<file path="src/rsu_regs.svh">
// constants of the residual sensor serial link: timing, framing, controller register map
`ifndef RSU_REGS_SVH
`define RSU_REGS_SVH
`define RSU_CLK_HZ 100000000
`define RSU_BAUD 19200
`define RSU_BIT_CYC (`RSU_CLK_HZ / `RSU_BAUD)
`define RSU_GAP_BYTES 2
`define RSU_IDLE_CYC (`RSU_BIT_CYC * 10 * `RSU_GAP_BYTES + 1)
`define RSU_REPLY_MS 20
`define RSU_REPLY_CYC (`RSU_CLK_HZ / 1000 * `RSU_REPLY_MS)
`define RSU_SPACING_MS 50
`define RSU_SPACING_CYC (`RSU_CLK_HZ / 1000 * `RSU_SPACING_MS)
`define RSU_TMO_CYC (`RSU_REPLY_CYC + `RSU_RSP_BYTES * 10 * `RSU_BIT_CYC)
`define RSU_RESET_ADDR 8'h64
`define RSU_BCAST_ADDR 8'h00
`define RSU_CMD_MEAS 8'h01
`define RSU_MEAS_LEN 8'h07
`define RSU_RMS_MAX 16'h03e8
`define RSU_DC_MAX 16'h012c
`define RSU_CRC_INIT 16'hffff
`define RSU_CRC_POLY 16'ha001
`define RSU_HDR_BYTES 9'h005
`define RSU_RSP_BYTES 12
`define RSU_RETRIES 2'h2
`define RSU_CTRL_OFS 8'h00
`define RSU_STAT_OFS 8'h04
`define RSU_MEAS_OFS 8'h08
`define RSU_FLAG_OFS 8'h0c
`define RSU_CTRL_START 0
`define RSU_STAT_BUSY 0
`define RSU_STAT_DONE 1
`define RSU_STAT_DEFECT 2
`endif

</file>
<file path="src/rsu_pkg.sv">
// types and check-value function shared by both ends of the link
`include "rsu_regs.svh"
package rsu_pkg;
	typedef enum logic [1:0] {DEV_LISTEN = 2'b01, DEV_TX = 2'b10} rsu_dev_state_t;
	typedef enum logic [2:0] {M_IDLE = 3'b001, M_SEND = 3'b010, M_RECV = 3'b100} rsu_mst_state_t;

	// reflected bitwise form, same result as the 256-entry table
	function automatic logic [15:0] rsu_crc_byte(input logic [15:0] c, input logic [7:0] d);
		logic [15:0] r;
		r = c ^ {8'h00, d};
		for (int i = 0; i < 8; i++)
		begin
			r = r[0] ? ((r >> 1) ^ `RSU_CRC_POLY) : (r >> 1);
		end
		return r;
	endfunction
endpackage

</file>
<file path="src/rsu_link_if.sv">
// serial link between master controller and sensor responder
`timescale 1ns/1ps
interface rsu_link_if;
	logic m2s_data;
	logic s2m_data;
	logic transceiver_direction;
	modport dev (input m2s_data, output s2m_data, output transceiver_direction);
	modport mst (output m2s_data, input s2m_data, input transceiver_direction);
endinterface

</file>
<file path="src/rsu_device.sv">
// sensor responder end: frame receive, address and check, measurement reply
`timescale 1ns/1ps
`include "rsu_regs.svh"
module rsu_device #(
	parameter int BIT_CYC = `RSU_BIT_CYC,
	parameter int IDLE_CYC = `RSU_IDLE_CYC
)(
	input wire logic pclk,
	input wire logic presetn,
	rsu_link_if.dev link,
	input wire logic addr_load,
	input wire logic [7:0] addr_new,
	input wire logic [15:0] residual_rms_value,
	input wire logic [15:0] residual_dc_value,
	input wire logic general_fault,
	input wire logic calibration_active,
	input wire logic test_active,
	input wire logic switch_out_a,
	input wire logic switch_out_b,
	input wire logic error_free,
	input wire logic [7:0] status2,
	input wire logic [7:0] status3,
	output logic [7:0] node_addr,
	output logic reply_done,
	output logic crc_error
);
	import rsu_pkg::*;

	logic rx_s1_reg, rx_s2_reg;
	logic rx_busy_reg, rx_busy_next;
	logic [15:0] rx_cnt_reg, rx_cnt_next;
	logic [3:0] rx_bit_reg, rx_bit_next;
	logic [7:0] rx_sh_reg, rx_sh_next;
	logic in_frame_reg, in_frame_next;
	logic [23:0] gap_reg, gap_next;
	logic [7:0] nbytes_reg, nbytes_next;
	logic [7:0] hdr_addr_reg, hdr_addr_next, hdr_code_reg, hdr_code_next, hdr_len_reg, hdr_len_next;
	logic [15:0] crc_reg, crc_next, crc_d1_reg, crc_d1_next, crc_d2_reg, crc_d2_next;
	logic [7:0] b0_reg, b0_next, b1_reg, b1_next;
	rsu_dev_state_t st_reg, st_next;
	logic [3:0] tx_idx_reg, tx_idx_next, tx_bit_reg, tx_bit_next;
	logic [15:0] tx_cnt_reg, tx_cnt_next, tx_crc_reg, tx_crc_next;
	logic [7:0] rsp_mem [0:9];
	logic [7:0] rsp_next [0:9];
	logic txd_reg, txd_next, dir_reg, dir_next, done_reg, done_next, err_reg, err_next;
	logic [7:0] addr_reg, addr_next;
	logic byte_ok, crc_ok;
	logic [15:0] crc_base, rms_c, dc_c;
	logic [7:0] tx_byte;

	assign link.s2m_data = txd_reg;
	assign link.transceiver_direction = dir_reg;
	assign node_addr = addr_reg;
	assign reply_done = done_reg;
	assign crc_error = err_reg;

	always_comb
	begin
		rx_busy_next = rx_busy_reg;
		rx_cnt_next = rx_cnt_reg;
		rx_bit_next = rx_bit_reg;
		rx_sh_next = rx_sh_reg;
		in_frame_next = in_frame_reg;
		gap_next = gap_reg;
		nbytes_next = nbytes_reg;
		hdr_addr_next = hdr_addr_reg;
		hdr_code_next = hdr_code_reg;
		hdr_len_next = hdr_len_reg;
		crc_next = crc_reg;
		crc_d1_next = crc_d1_reg;
		crc_d2_next = crc_d2_reg;
		b0_next = b0_reg;
		b1_next = b1_reg;
		st_next = st_reg;
		tx_idx_next = tx_idx_reg;
		tx_bit_next = tx_bit_reg;
		tx_cnt_next = tx_cnt_reg;
		tx_crc_next = tx_crc_reg;
		for (int i = 0; i < 10; i++)
		begin
			rsp_next[i] = rsp_mem[i];
		end
		txd_next = 1'b1;
		dir_next = dir_reg;
		done_next = 1'b0;
		err_next = 1'b0;
		addr_next = addr_load ? addr_new : addr_reg;
		byte_ok = 1'b0;
		crc_base = (nbytes_reg == 8'h00) ? `RSU_CRC_INIT : crc_reg;
		crc_ok = (nbytes_reg >= `RSU_HDR_BYTES) && ({1'b0, nbytes_reg} == {1'b0, hdr_len_reg} + `RSU_HDR_BYTES)
			&& (crc_d2_reg == {b1_reg, b0_reg});
		rms_c = (residual_rms_value > `RSU_RMS_MAX) ? `RSU_RMS_MAX : residual_rms_value;
		dc_c = (residual_dc_value > `RSU_DC_MAX) ? `RSU_DC_MAX : residual_dc_value;
		tx_byte = (tx_idx_reg < 4'd10) ? rsp_mem[tx_idx_reg] :
			(tx_idx_reg == 4'd10) ? tx_crc_reg[15:8] : tx_crc_reg[7:0];

		// receiver: mid-bit sampling; deaf while replying
		if (!rx_busy_reg)
		begin
			if (!rx_s2_reg && st_reg == DEV_LISTEN)
			begin
				rx_busy_next = 1'b1;
				rx_cnt_next = 16'(BIT_CYC / 2);
				rx_bit_next = 4'd0;
			end
		end
		else if (rx_cnt_reg == 16'h0000)
		begin
			rx_cnt_next = 16'(BIT_CYC - 1);
			rx_bit_next = rx_bit_reg + 4'd1;
			if (rx_bit_reg == 4'd0 && rx_s2_reg)
				rx_busy_next = 1'b0;
			else if (rx_bit_reg >= 4'd1 && rx_bit_reg <= 4'd8)
				rx_sh_next = {rx_s2_reg, rx_sh_reg[7:1]};
			else if (rx_bit_reg == 4'd9)
			begin
				rx_busy_next = 1'b0;
				byte_ok = rx_s2_reg;
			end
		end
		else
			rx_cnt_next = rx_cnt_reg - 16'h0001;

		// framing; a bad stop bit drops only that byte
		if (byte_ok)
		begin
			in_frame_next = 1'b1;
			gap_next = 24'h000000;
			crc_d2_next = crc_d1_reg;
			crc_d1_next = crc_base;
			crc_next = rsu_crc_byte(crc_base, rx_sh_reg);
			b1_next = b0_reg;
			b0_next = rx_sh_reg;
			if (nbytes_reg == 8'h00)
				hdr_addr_next = rx_sh_reg;
			if (nbytes_reg == 8'h01)
				hdr_code_next = rx_sh_reg;
			if (nbytes_reg == 8'h02)
				hdr_len_next = rx_sh_reg;
			if (nbytes_reg != 8'hff)
				nbytes_next = nbytes_reg + 8'h01;
		end
		else if (rx_busy_reg)
			gap_next = 24'h000000;
		else if (in_frame_reg)
		begin
			gap_next = gap_reg + 24'h000001;
			if (gap_reg == 24'(IDLE_CYC - 1))
			begin
				in_frame_next = 1'b0;
				nbytes_next = 8'h00;
				if (nbytes_reg >= `RSU_HDR_BYTES && !crc_ok)
					err_next = 1'b1;
				// broadcast and foreign frames get no answer
				if (crc_ok && hdr_addr_reg == addr_reg && hdr_addr_reg != `RSU_BCAST_ADDR
					&& hdr_code_reg == `RSU_CMD_MEAS && hdr_len_reg == 8'h00)
				begin
					rsp_next[0] = addr_reg;
					rsp_next[1] = `RSU_CMD_MEAS;
					rsp_next[2] = `RSU_MEAS_LEN;
					rsp_next[3] = rms_c[15:8];
					rsp_next[4] = rms_c[7:0];
					rsp_next[5] = dc_c[15:8];
					rsp_next[6] = dc_c[7:0];
					rsp_next[7] = {general_fault, calibration_active, test_active, 2'b00,
						switch_out_b, switch_out_a, error_free};
					rsp_next[8] = {2'b00, status2[5:0]};
					rsp_next[9] = {4'h0, status3[3:0]};
					st_next = DEV_TX;
					dir_next = 1'b1;
					tx_idx_next = 4'd0;
					tx_bit_next = 4'd0;
					tx_cnt_next = 16'(BIT_CYC - 1);
					tx_crc_next = `RSU_CRC_INIT;
				end
			end
		end

		case (st_reg)
			DEV_LISTEN:
				txd_next = 1'b1;
			DEV_TX:
			begin
				if (tx_bit_reg == 4'd0)
					txd_next = 1'b0;
				else if (tx_bit_reg == 4'd9)
					txd_next = 1'b1;
				else
					txd_next = tx_byte[3'(tx_bit_reg - 4'd1)];
				if (tx_cnt_reg == 16'h0000)
				begin
					tx_cnt_next = 16'(BIT_CYC - 1);
					if (tx_bit_reg == 4'd9)
					begin
						tx_bit_next = 4'd0;
						if (tx_idx_reg < 4'd10)
							tx_crc_next = rsu_crc_byte(tx_crc_reg, tx_byte);
						if (tx_idx_reg == 4'd11)
						begin
							st_next = DEV_LISTEN;
							dir_next = 1'b0;
							done_next = 1'b1;
						end
						else
							tx_idx_next = tx_idx_reg + 4'd1;
					end
					else
						tx_bit_next = tx_bit_reg + 4'd1;
				end
				else
					tx_cnt_next = tx_cnt_reg - 16'h0001;
			end
			default:
			begin
				st_next = DEV_LISTEN;
				dir_next = 1'b0;
			end
		endcase
	end

	always_ff @(posedge pclk or negedge presetn)
	begin
		if (!presetn)
		begin
			rx_s1_reg <= 1'b1;
			rx_s2_reg <= 1'b1;
			rx_busy_reg <= 1'b0;
			rx_cnt_reg <= 16'h0000;
			rx_bit_reg <= 4'd0;
			rx_sh_reg <= 8'h00;
			in_frame_reg <= 1'b0;
			gap_reg <= 24'h000000;
			nbytes_reg <= 8'h00;
			hdr_addr_reg <= 8'h00;
			hdr_code_reg <= 8'h00;
			hdr_len_reg <= 8'h00;
			crc_reg <= `RSU_CRC_INIT;
			crc_d1_reg <= `RSU_CRC_INIT;
			crc_d2_reg <= `RSU_CRC_INIT;
			b0_reg <= 8'h00;
			b1_reg <= 8'h00;
			st_reg <= DEV_LISTEN;
			tx_idx_reg <= 4'd0;
			tx_bit_reg <= 4'd0;
			tx_cnt_reg <= 16'h0000;
			tx_crc_reg <= `RSU_CRC_INIT;
			for (int i = 0; i < 10; i++)
			begin
				rsp_mem[i] <= 8'h00;
			end
			txd_reg <= 1'b1;
			dir_reg <= 1'b0;
			done_reg <= 1'b0;
			err_reg <= 1'b0;
			addr_reg <= `RSU_RESET_ADDR;
		end
		else
		begin
			rx_s1_reg <= link.m2s_data;
			rx_s2_reg <= rx_s1_reg;
			rx_busy_reg <= rx_busy_next;
			rx_cnt_reg <= rx_cnt_next;
			rx_bit_reg <= rx_bit_next;
			rx_sh_reg <= rx_sh_next;
			in_frame_reg <= in_frame_next;
			gap_reg <= gap_next;
			nbytes_reg <= nbytes_next;
			hdr_addr_reg <= hdr_addr_next;
			hdr_code_reg <= hdr_code_next;
			hdr_len_reg <= hdr_len_next;
			crc_reg <= crc_next;
			crc_d1_reg <= crc_d1_next;
			crc_d2_reg <= crc_d2_next;
			b0_reg <= b0_next;
			b1_reg <= b1_next;
			st_reg <= st_next;
			tx_idx_reg <= tx_idx_next;
			tx_bit_reg <= tx_bit_next;
			tx_cnt_reg <= tx_cnt_next;
			tx_crc_reg <= tx_crc_next;
			for (int i = 0; i < 10; i++)
			begin
				rsp_mem[i] <= rsp_next[i];
			end
			txd_reg <= txd_next;
			dir_reg <= dir_next;
			done_reg <= done_next;
			err_reg <= err_next;
			addr_reg <= addr_next;
		end
	end
endmodule

</file>
<file path="src/flat_wrapper.sv">
// flat-port wrapper written by rule: the top's interface ports become plain ports
module rsu_device_flat import rsu_pkg::*;
#(
	parameter int BIT_CYC = `RSU_BIT_CYC,
	parameter int IDLE_CYC = `RSU_IDLE_CYC
)
  (pclk, presetn, addr_load, addr_new, residual_rms_value, residual_dc_value, general_fault, calibration_active, test_active, switch_out_a, switch_out_b, error_free, status2, status3, node_addr, reply_done, crc_error, link_m2s_data, link_s2m_data, link_transceiver_direction);
  rsu_link_if link_i ();
  input wire logic pclk;
  input wire logic presetn;
  input wire logic addr_load;
  input wire logic [7:0] addr_new;
  input wire logic [15:0] residual_rms_value;
  input wire logic [15:0] residual_dc_value;
  input wire logic general_fault;
  input wire logic calibration_active;
  input wire logic test_active;
  input wire logic switch_out_a;
  input wire logic switch_out_b;
  input wire logic error_free;
  input wire logic [7:0] status2;
  input wire logic [7:0] status3;
  output logic [7:0] node_addr;
  output logic reply_done;
  output logic crc_error;
  input wire logic [$bits(link_i.m2s_data)-1:0] link_m2s_data;
  output wire logic [$bits(link_i.s2m_data)-1:0] link_s2m_data;
  output wire logic [$bits(link_i.transceiver_direction)-1:0] link_transceiver_direction;
  assign link_i.m2s_data = link_m2s_data;
  assign link_s2m_data = link_i.s2m_data;
  assign link_transceiver_direction = link_i.transceiver_direction;
  rsu_device #(.BIT_CYC(BIT_CYC), .IDLE_CYC(IDLE_CYC)) u_core (.pclk(pclk), .presetn(presetn), .link(link_i), .addr_load(addr_load), .addr_new(addr_new), .residual_rms_value(residual_rms_value), .residual_dc_value(residual_dc_value), .general_fault(general_fault), .calibration_active(calibration_active), .test_active(test_active), .switch_out_a(switch_out_a), .switch_out_b(switch_out_b), .error_free(error_free), .status2(status2), .status3(status3), .node_addr(node_addr), .reply_done(reply_done), .crc_error(crc_error));
endmodule
</file>
<file path="config.mk">
export PLATFORM = sky130hd
export DESIGN_NAME = rsu_device_flat
export DESIGN_NICKNAME = d
export VERILOG_FILES = /design/src/rsu_pkg.sv /design/src/rsu_link_if.sv /design/src/rsu_device.sv /design/src/flat_wrapper.sv
export VERILOG_INCLUDE_DIRS = /design/src /design/src/src
export SDC_FILE = /design/constraint.sdc
export NUM_CORES = 1
export LEC_CHECK = 0
export ABC_CLOCK_PERIOD_IN_PS = 3650
export CAP_MARGIN = 20
export CORE_MARGIN = 8
export CORE_UTILIZATION = 45
export DETAILED_ROUTE_END_ITERATION = 10
export DONT_BUFFER_PORTS = 1
export GPL_ROUTABILITY_DRIVEN = 1
export PLACE_DENSITY_LB_ADDON = 0.08
export SETUP_SLACK_MARGIN = 0.2
export SLEW_MARGIN = 40
export SYNTH_ARGS = -nofsm -noshare
export SYNTH_HDL_FRONTEND = slang
export SYNTH_SLANG_ARGS = --single-unit
</file>
<file path="constraint.sdc">
create_clock -name pclk -period 3.65 [get_ports pclk]
set_input_delay 0.1825 -clock pclk [delete_from_list [all_inputs] [get_ports pclk]]
set_output_delay 0.1825 -clock pclk [all_outputs]
set_load 0.005 [all_outputs]
</file>
==> impl_metrics.toml, run 1 <==
[yosys]
ys_types = 69
dominant_cells_by_area_after_synthesis = "sky130_fd_sc_hd__dfrtp_1, sky130_fd_sc_hd__dfstp_2, sky130_fd_sc_hd__nand2_1"
register_bit_total_from_synthesis = 258
post_synth_top_area_share_pct = 36.53
synth_enable_flop_cells = 0
yosysWarnings = 0
synthCells = 1400
post_synth_design_cell_area_um2 = 13150
seq_area_frac_synth_pct = 49.71
ys_async_sr_fraction_pct = 100.0
synth_common_cells = "sky130_fd_sc_hd__nand2_1, sky130_fd_sc_hd__dfrtp_1, sky130_fd_sc_hd__nor2_1"
synth.net_count = 1490
synth_top_cell_by_area = "sky130_fd_sc_hd__dfrtp_1"
post_synth.cell_area_avg_um2 = 9.396
synth_most_common_cell = "sky130_fd_sc_hd__nand2_1"
most_used_flip_flop_cell_after_synthesis = "sky130_fd_sc_hd__dfrtp_1"

[drt]
drt_wl_total_um = 31300
drt-initial-drc-count = 572
drt-wirelength-per-cell_um = 16.80
detailroute.via_count = 9912
remaining_drc_errors = 0
dr_pass1_iterations = 5
avgViaCountPerCell = 5.320
postRouteAntennaNets = 0

[grt]
largest_net_degree_at_the_start_of_global_routing = 259
global_route.usage.total_pct = 17.71
vias_in_the_first_global_route = 9824
grt_overflow_total = 0
grt_pass1_wl_um = 52320
antenna_violations_before_repair = 0

[place]
place_ws_ps = 198.2
placement.io_buffers = 0
half_perimeter_wire_length_after_placement_um = 20000
routabilityCongestion = 0.8098

[die]
die_height_um = 187.0
design.core.area_um2 = 28780
floorplan.initialDensity_pct = 45.70
fp-row-count = 62
die_width_um = 187.0
dieArea_um2 = 34960
floorplan.io_pins = 78

[sta]
finalHoldViolCount = 258
max_slew_headroom_pct = 49.27
fin_crit_sh_pct = 89.99
timing.setup.tns_ps = 0
period_needed_ps = 3285
worst_clock_skew_ps = 22.98
max_freq_mhz = 304.4
fin_ws_ps = 365.3
final_max_slew_viol_count = 0
rsz0062_at_grt = "no"
worst-slew-pin-transition_ps = 760.9
setup_viol_count_final = 0
hold_ws_ps = -659.1

[critical_path]
timing.rr.start = "u_core.rx_cnt_reg[10]"
critical_path.max_stage_delay_ps = 580
worstSetupEndpointType = "register"
signal_arrival_time_at_the_worst_endpoint_ps = 3730
critPathLaunchType = "register"
timing_worst_setup_path_type = "reg2reg"
critical_path.startpoint = "u_core.rx_cnt_reg[10]"
path_max_fanout = 9
critical_path.cell_chain = "or3_4, or3_4, or4_4, or3_2, nor2_2, mux2_2"
crit_slowest_cell = "sky130_fd_sc_hd__or3_2"
required_ps = 4100
cell_occurring_most_often_along_the_worst_timing_path = "sky130_fd_sc_hd__or3_4"

[final_layout]
largest_register_ff_count = 57
flow.area_growth_from_synthesis_pct = 16.08
diodes = 0
drive_gt1_share_pct = 14.81
layout.nets = 1545

[pwr]
overall_power_mw = 6.324
max-vdd-ir-drop_mv = 0.3298
power.density_nw_per_um2 = 414.1
leakagePower_nw = 6.514

[clock_network]
cts_root_buffer = "sky130_fd_sc_hd__clkbuf_16"
cts_sinks = 258
tritoncts = "done"
cts-hold-fix-buffers = 58
cts-root-to-sink-buffers = 3
numCtsBuffers = 30
clock_tree.htree_level_count = 1
clkSlewWorstSetupHoldPaths_ps = 60
clk_latency_ps = 560

[flow_run]
drv.max_cap_violation_count = 0

[worst_hold_path]
worst_hold_path_type = "in2async"

[outcome]
result_of_the_run = "finished, violations left"
violations = "hold timing"
routing by layer:
layer	global-route usage (%)	vias to the layer above	wire [µm]
li1	-	4913	-
met1	23.76	4822	14630
met2	29.93	133	15010
met3	2.479	44	955
met4	4.215	0	694
met5	0	-	0
stage by stage:
| step | hold WS, ps | util [%] | std cells | instance area [µm²] |
|---|---|---|---|---|
| 5_1_grt | -685.0 | 53.06 | 1863 | 15270 |
| 6_report | -659.1 | 53.06 | 1863 | 15270 |
| 3_3_place_gp | -103.9 | 47.44 | 1746 | 13650 |
| 2_1_floorplan | -113.1 | - | 1400 | 13150 |
| 3_5_place_dp | -101.4 | 47.45 | 1746 | 13660 |
| 4_1_cts | -693.6 | 52.83 | 1860 | 15200 |
timing repair:
action	4_1_cts	5_1_grt
hold endpoints to repair	302	258
buffers inserted	0	2
gates resized for setup	0	8
setup endpoints to repair	0	52
kinds of logic after synthesis:
kind of cell | after synthesis | synth area share [%]
muxes | 58 | 5.289
adders and majority gates | 24 | 2.283
buffers and inverters | 109 | 3.244
DFF | 258 | 49.71
and+or+nand+nor | 629 | 21.73
xor gates and xnor gates | 115 | 7.971
AOI/OAI and AO/OA | 207 | 9.778
layout make-up:
class                           instances  area [µm²]
Clock buffer                           47       884.6
Multi-Input combinational cell       1033        6232
Sequential cell                       258        6540
Inverter                               39       146.4
Clock inverter                          9       83.83
Fill cell                            2647       13510
Timing Repair Buffer                   93       902.1
Tap cell                              384       480.5
worst max-delay path: cells and delay by family, from the launching register on:
family,cells,cell delay [ps]
muxes,1,390
and+or+nand+nor,5,2340
DFF,1,430
cells in the final DEF (no fill, tap or decap), types with 38 or more instances in the layout:
| cell | Yosys | final |
|---|---|---|
| sky130_fd_sc_hd__o21ai_0 | 80 | 79 |
| sky130_fd_sc_hd__inv_1 | 39 | 38 |
| sky130_fd_sc_hd__nor2_1 | 149 | 149 |
| sky130_fd_sc_hd__mux2_2 | 42 | 42 |
| sky130_fd_sc_hd__dfstp_2 | 66 | 66 |
| sky130_fd_sc_hd__nand2_1 | 264 | 264 |
| sky130_fd_sc_hd__xnor2_1 | 72 | 72 |
| sky130_fd_sc_hd__xor2_1 | 40 | 40 |
| sky130_fd_sc_hd__a21oi_1 | 45 | 43 |
| sky130_fd_sc_hd__dlygate4sd3_1 | 0 | 58 |
| sky130_fd_sc_hd__nor3_1 | 52 | 51 |
| sky130_fd_sc_hd__nand3_1 | 40 | 40 |
| sky130_fd_sc_hd__dfrtp_1 | 192 | 191 |
where the power goes:
part	switching [mW]	internal (mW)	total (mW)
clock network	1.18	1.73	2.91
logic	0.149	0.180	0.329
registers	0.118	2.97	3.08
final timing paths:
kind,end,slack (ps),cells past startpoint
worst max-delay path,u_core.hdr_addr_reg[3],370,6
worst min-delay path,u_core.rsp_mem[42],-660,0
worst max register to register,u_core.hdr_addr_reg[3],370,6
worst min register to register,u_core.rx_s2_reg,350,0
max in group asynchronous,u_core.reply_done,3670,0
min in group pclk,u_core.rsp_mem[24],40,5
(Power assumes the default switching activity.)
==> inputs of run 2 (changes only) <==
ABC_AREA = 1   (was not set)
PLACE_DENSITY_LB_ADDON = not set   (was 0.08)
==> impl_metrics.toml, run 2 <==
[yosys]
post_synth_top_area_share_pct = 34.56
synth_enable_flop_cells = 0
yosysWarnings = 0
synth_top_cell_by_area = "sky130_fd_sc_hd__dfrtp_1"
synthCells = 1753
seq_area_frac_synth_pct = 47.03
ys_types = 53
most_used_flip_flop_cell_after_synthesis = "sky130_fd_sc_hd__dfrtp_1"
synth_common_cells = "sky130_fd_sc_hd__nand2_1, sky130_fd_sc_hd__inv_1, sky130_fd_sc_hd__dfrtp_1"
dominant_cells_by_area_after_synthesis = "sky130_fd_sc_hd__dfrtp_1, sky130_fd_sc_hd__dfstp_2, sky130_fd_sc_hd__nand2_1"
ys_async_sr_fraction_pct = 100.0
register_bit_total_from_synthesis = 258
synth_most_common_cell = "sky130_fd_sc_hd__nand2_1"
post_synth.cell_area_avg_um2 = 7.931
post_synth_design_cell_area_um2 = 13900
synth.net_count = 1843

[die]
design.core.area_um2 = 30510
die_height_um = 191.8
floorplan.initialDensity_pct = 45.57
dieArea_um2 = 36780
fp-row-count = 64
floorplan.io_pins = 78
die_width_um = 191.8

[critical_path]
regToRegSetupSlack_ps = 510
signal_arrival_time_at_the_worst_endpoint_ps = 3600
path_max_fanout = 74
timing_worst_setup_path_type = "reg2reg"
r2r-end = "u_core.rsp_mem[49]"
critPathLaunchType = "register"
reg2reg_depth = 12
timing.rr.start = "u_core.hdr_len_reg[0]"
required_ps = 4110
worstSetupEndpointType = "register"

[drt]
postRouteAntennaNets = 0
dr_pass1_iterations = 5
drt-wirelength-per-cell_um = 15.29
drt_wl_total_um = 34030
avgViaCountPerCell = 5.204
detailroute.via_count = 11580
remaining_drc_errors = 0
drt-initial-drc-count = 664

[clock_network]
cts_sinks = 258
cts-hold-fix-buffers = 48
clkSlewWorstSetupHoldPaths_ps = 60
cts-root-to-sink-buffers = 3
numCtsBuffers = 30
clk_latency_ps = 570
clock_tree.htree_level_count = 1
tritoncts = "done"
cts_root_buffer = "sky130_fd_sc_hd__clkbuf_16"

[pwr]
leakagePower_nw = 7.486
max-vdd-ir-drop_mv = 0.4949
power.density_nw_per_um2 = 404.3
overall_power_mw = 6.390

[sta]
max_slew_headroom_pct = 42.87
worst-slew-pin-transition_ps = 856.9
worst_clock_skew_ps = 17.83
hold_ws_ps = -668.0
setup_viol_count_final = 0
fin_crit_sh_pct = 85.99
max_freq_mhz = 318.6
fin_ws_ps = 511.3
period_needed_ps = 3139
final_max_slew_viol_count = 0
finalHoldViolCount = 258
rsz0062_at_grt = "no"
timing.setup.tns_ps = 0

[outcome]
violations = "hold timing"
result_of_the_run = "finished, violations left"

[final_layout]
num-fill-cells = 2946
layout.nets = 1895
flow.area_growth_from_synthesis_pct = 13.69
largest_register_ff_count = 57
multiInputGateArea_um2 = 6271
sequential_cell_area_um2 = 6539
drive_gt1_share_pct = 9.841
layout.cells.most_common = "sky130_fd_sc_hd__nand2_1"
most-common-layout-cells = "sky130_fd_sc_hd__nand2_1, sky130_fd_sc_hd__inv_1, sky130_fd_sc_hd__dfrtp_1"

[grt]
largest_net_degree_at_the_start_of_global_routing = 259
antenna_violations_before_repair = 0
grt_overflow_total = 0
global_route.usage.total_pct = 18.61
vias_in_the_first_global_route = 11550
grt_pass1_wl_um = 56750

[place]
placement.io_buffers = 0
place_ws_ps = 650.0
half_perimeter_wire_length_after_placement_um = 23730
routabilityCongestion = 0.8566

[flow_run]
drv.max_cap_violation_count = 0

[worst_hold_path]
worst_hold_path_type = "in2async"
run 2: changes by cell type after synthesis, moves of 9 or more:
| cell | before | now |
|---|---|---|
| sky130_fd_sc_hd__mux2_2 | 42 | 17 |
| sky130_fd_sc_hd__and2_1 | 15 | 0 |
| sky130_fd_sc_hd__nand2b_1 | 9 | 0 |
| sky130_fd_sc_hd__xnor2_1 | 72 | 16 |
| sky130_fd_sc_hd__o21ai_0 | 80 | 153 |
| sky130_fd_sc_hd__nand4_1 | 18 | 38 |
| sky130_fd_sc_hd__inv_1 | 39 | 223 |
| sky130_fd_sc_hd__o22ai_1 | 2 | 18 |
| sky130_fd_sc_hd__clkbuf_1 | 55 | 25 |
| sky130_fd_sc_hd__xor2_1 | 40 | 53 |
| sky130_fd_sc_hd__nor2_1 | 149 | 125 |
| sky130_fd_sc_hd__nand2_1 | 264 | 461 |
| sky130_fd_sc_hd__or3_1 | 15 | 0 |
| sky130_fd_sc_hd__nand3_1 | 40 | 120 |
run 2: layout make-up:
type / instances / area share (%)
diodes: 1 / 0.01583
multi-input cells: 1217 / 39.67
well taps: 396 / 3.135
inverters: 231 / 5.486
clock buffers: 51 / 5.755
flip-flops and latches: 258 / 41.37
clock inverters: 5 / 0.5462
repair buffers: 67 / 4.021
run 2: kinds of logic (layout without fill, tap and decap cells):
family / count (synthesis) / count (layout) / share of synthesized area (%)
other cells: 0 / 1 / 0
simple gates: 842 / 842 / 26.47
flops: 258 / 258 / 47.03
mux: 21 / 21 / 1.665
compound gates: 260 / 260 / 10.33
xor+xnor: 70 / 70 / 4.464
buf+inv: 278 / 354 / 7.883
fa+ha+maj: 24 / 24 / 2.160
run 2: power breakdown:
group	switching, mW	internal (mW)	total (mW)
Clock	1.16	1.82	2.99
Sequential	0.0976	2.97	3.07
Combinational	0.171	0.168	0.339
run 2: what timing repair did:
action	CTS	global route
gates resized for setup	0	1
endpoints found under the setup margin	0	2
setup buffers	0	3
hold endpoints to repair	302	258
run 2: worst max path at each step:
stage	startpoint	to	slack, ps	depth (start not counted)
after global placement	u_core.hdr_len_reg[0]	u_core.tx_cnt_reg[10]	720	11
after global routing	u_core.hdr_len_reg[0]	u_core.rsp_mem[49]	270	12
after detailed placement	u_core.hdr_len_reg[0]	u_core.tx_cnt_reg[6]	650	11
after floorplan	u_core.tx_idx_reg[0]	u_core.tx_crc_reg[0]	1200	23
final	u_core.hdr_len_reg[0]	u_core.rsp_mem[49]	510	12
after CTS	u_core.hdr_len_reg[0]	u_core.rsp_mem[47]	300	12
run 2: critical path: stages (launching register included):
cell	delay, ps
sky130_fd_sc_hd__dfrtp_1	420
sky130_fd_sc_hd__inv_1	90
sky130_fd_sc_hd__ha_1	320
sky130_fd_sc_hd__nand2_1	100
sky130_fd_sc_hd__nand4_1	110
sky130_fd_sc_hd__nor3b_1	240
sky130_fd_sc_hd__nand3_1	100
sky130_fd_sc_hd__nor3_1	200
sky130_fd_sc_hd__nand4_1	270
sky130_fd_sc_hd__buf_12	280
sky130_fd_sc_hd__o31ai_1	220
sky130_fd_sc_hd__dlygate4sd3_1	580
sky130_fd_sc_hd__inv_1	40
run 2: per-stage QoR:
step / cells / util (%) / hold slack, ps / instance area [µm²]
2_1_floorplan: 1753 / - / -113.1 / 13900
3_3_place_gp: 2118 / 46.89 / -91.08 / 14310
3_5_place_dp: 2118 / 46.89 / -92.05 / 14310
4_1_cts: 2222 / 51.73 / -694.4 / 15780
5_1_grt: 2225 / 51.80 / -689.7 / 15800
6_report: 2226 / 51.81 / -668.0 / 15810
run 2: metal layers:
layer,routed length [µm],vias to the layer above,track usage (%),part of all wire [%]
li1,-,5830,-,-
met1,15270,5498,23.80,45
met3,1210,68,2.614,3.6
met2,16580,188,32.09,49
met5,0,-,0,0
met4,966,0,5.950,2.8
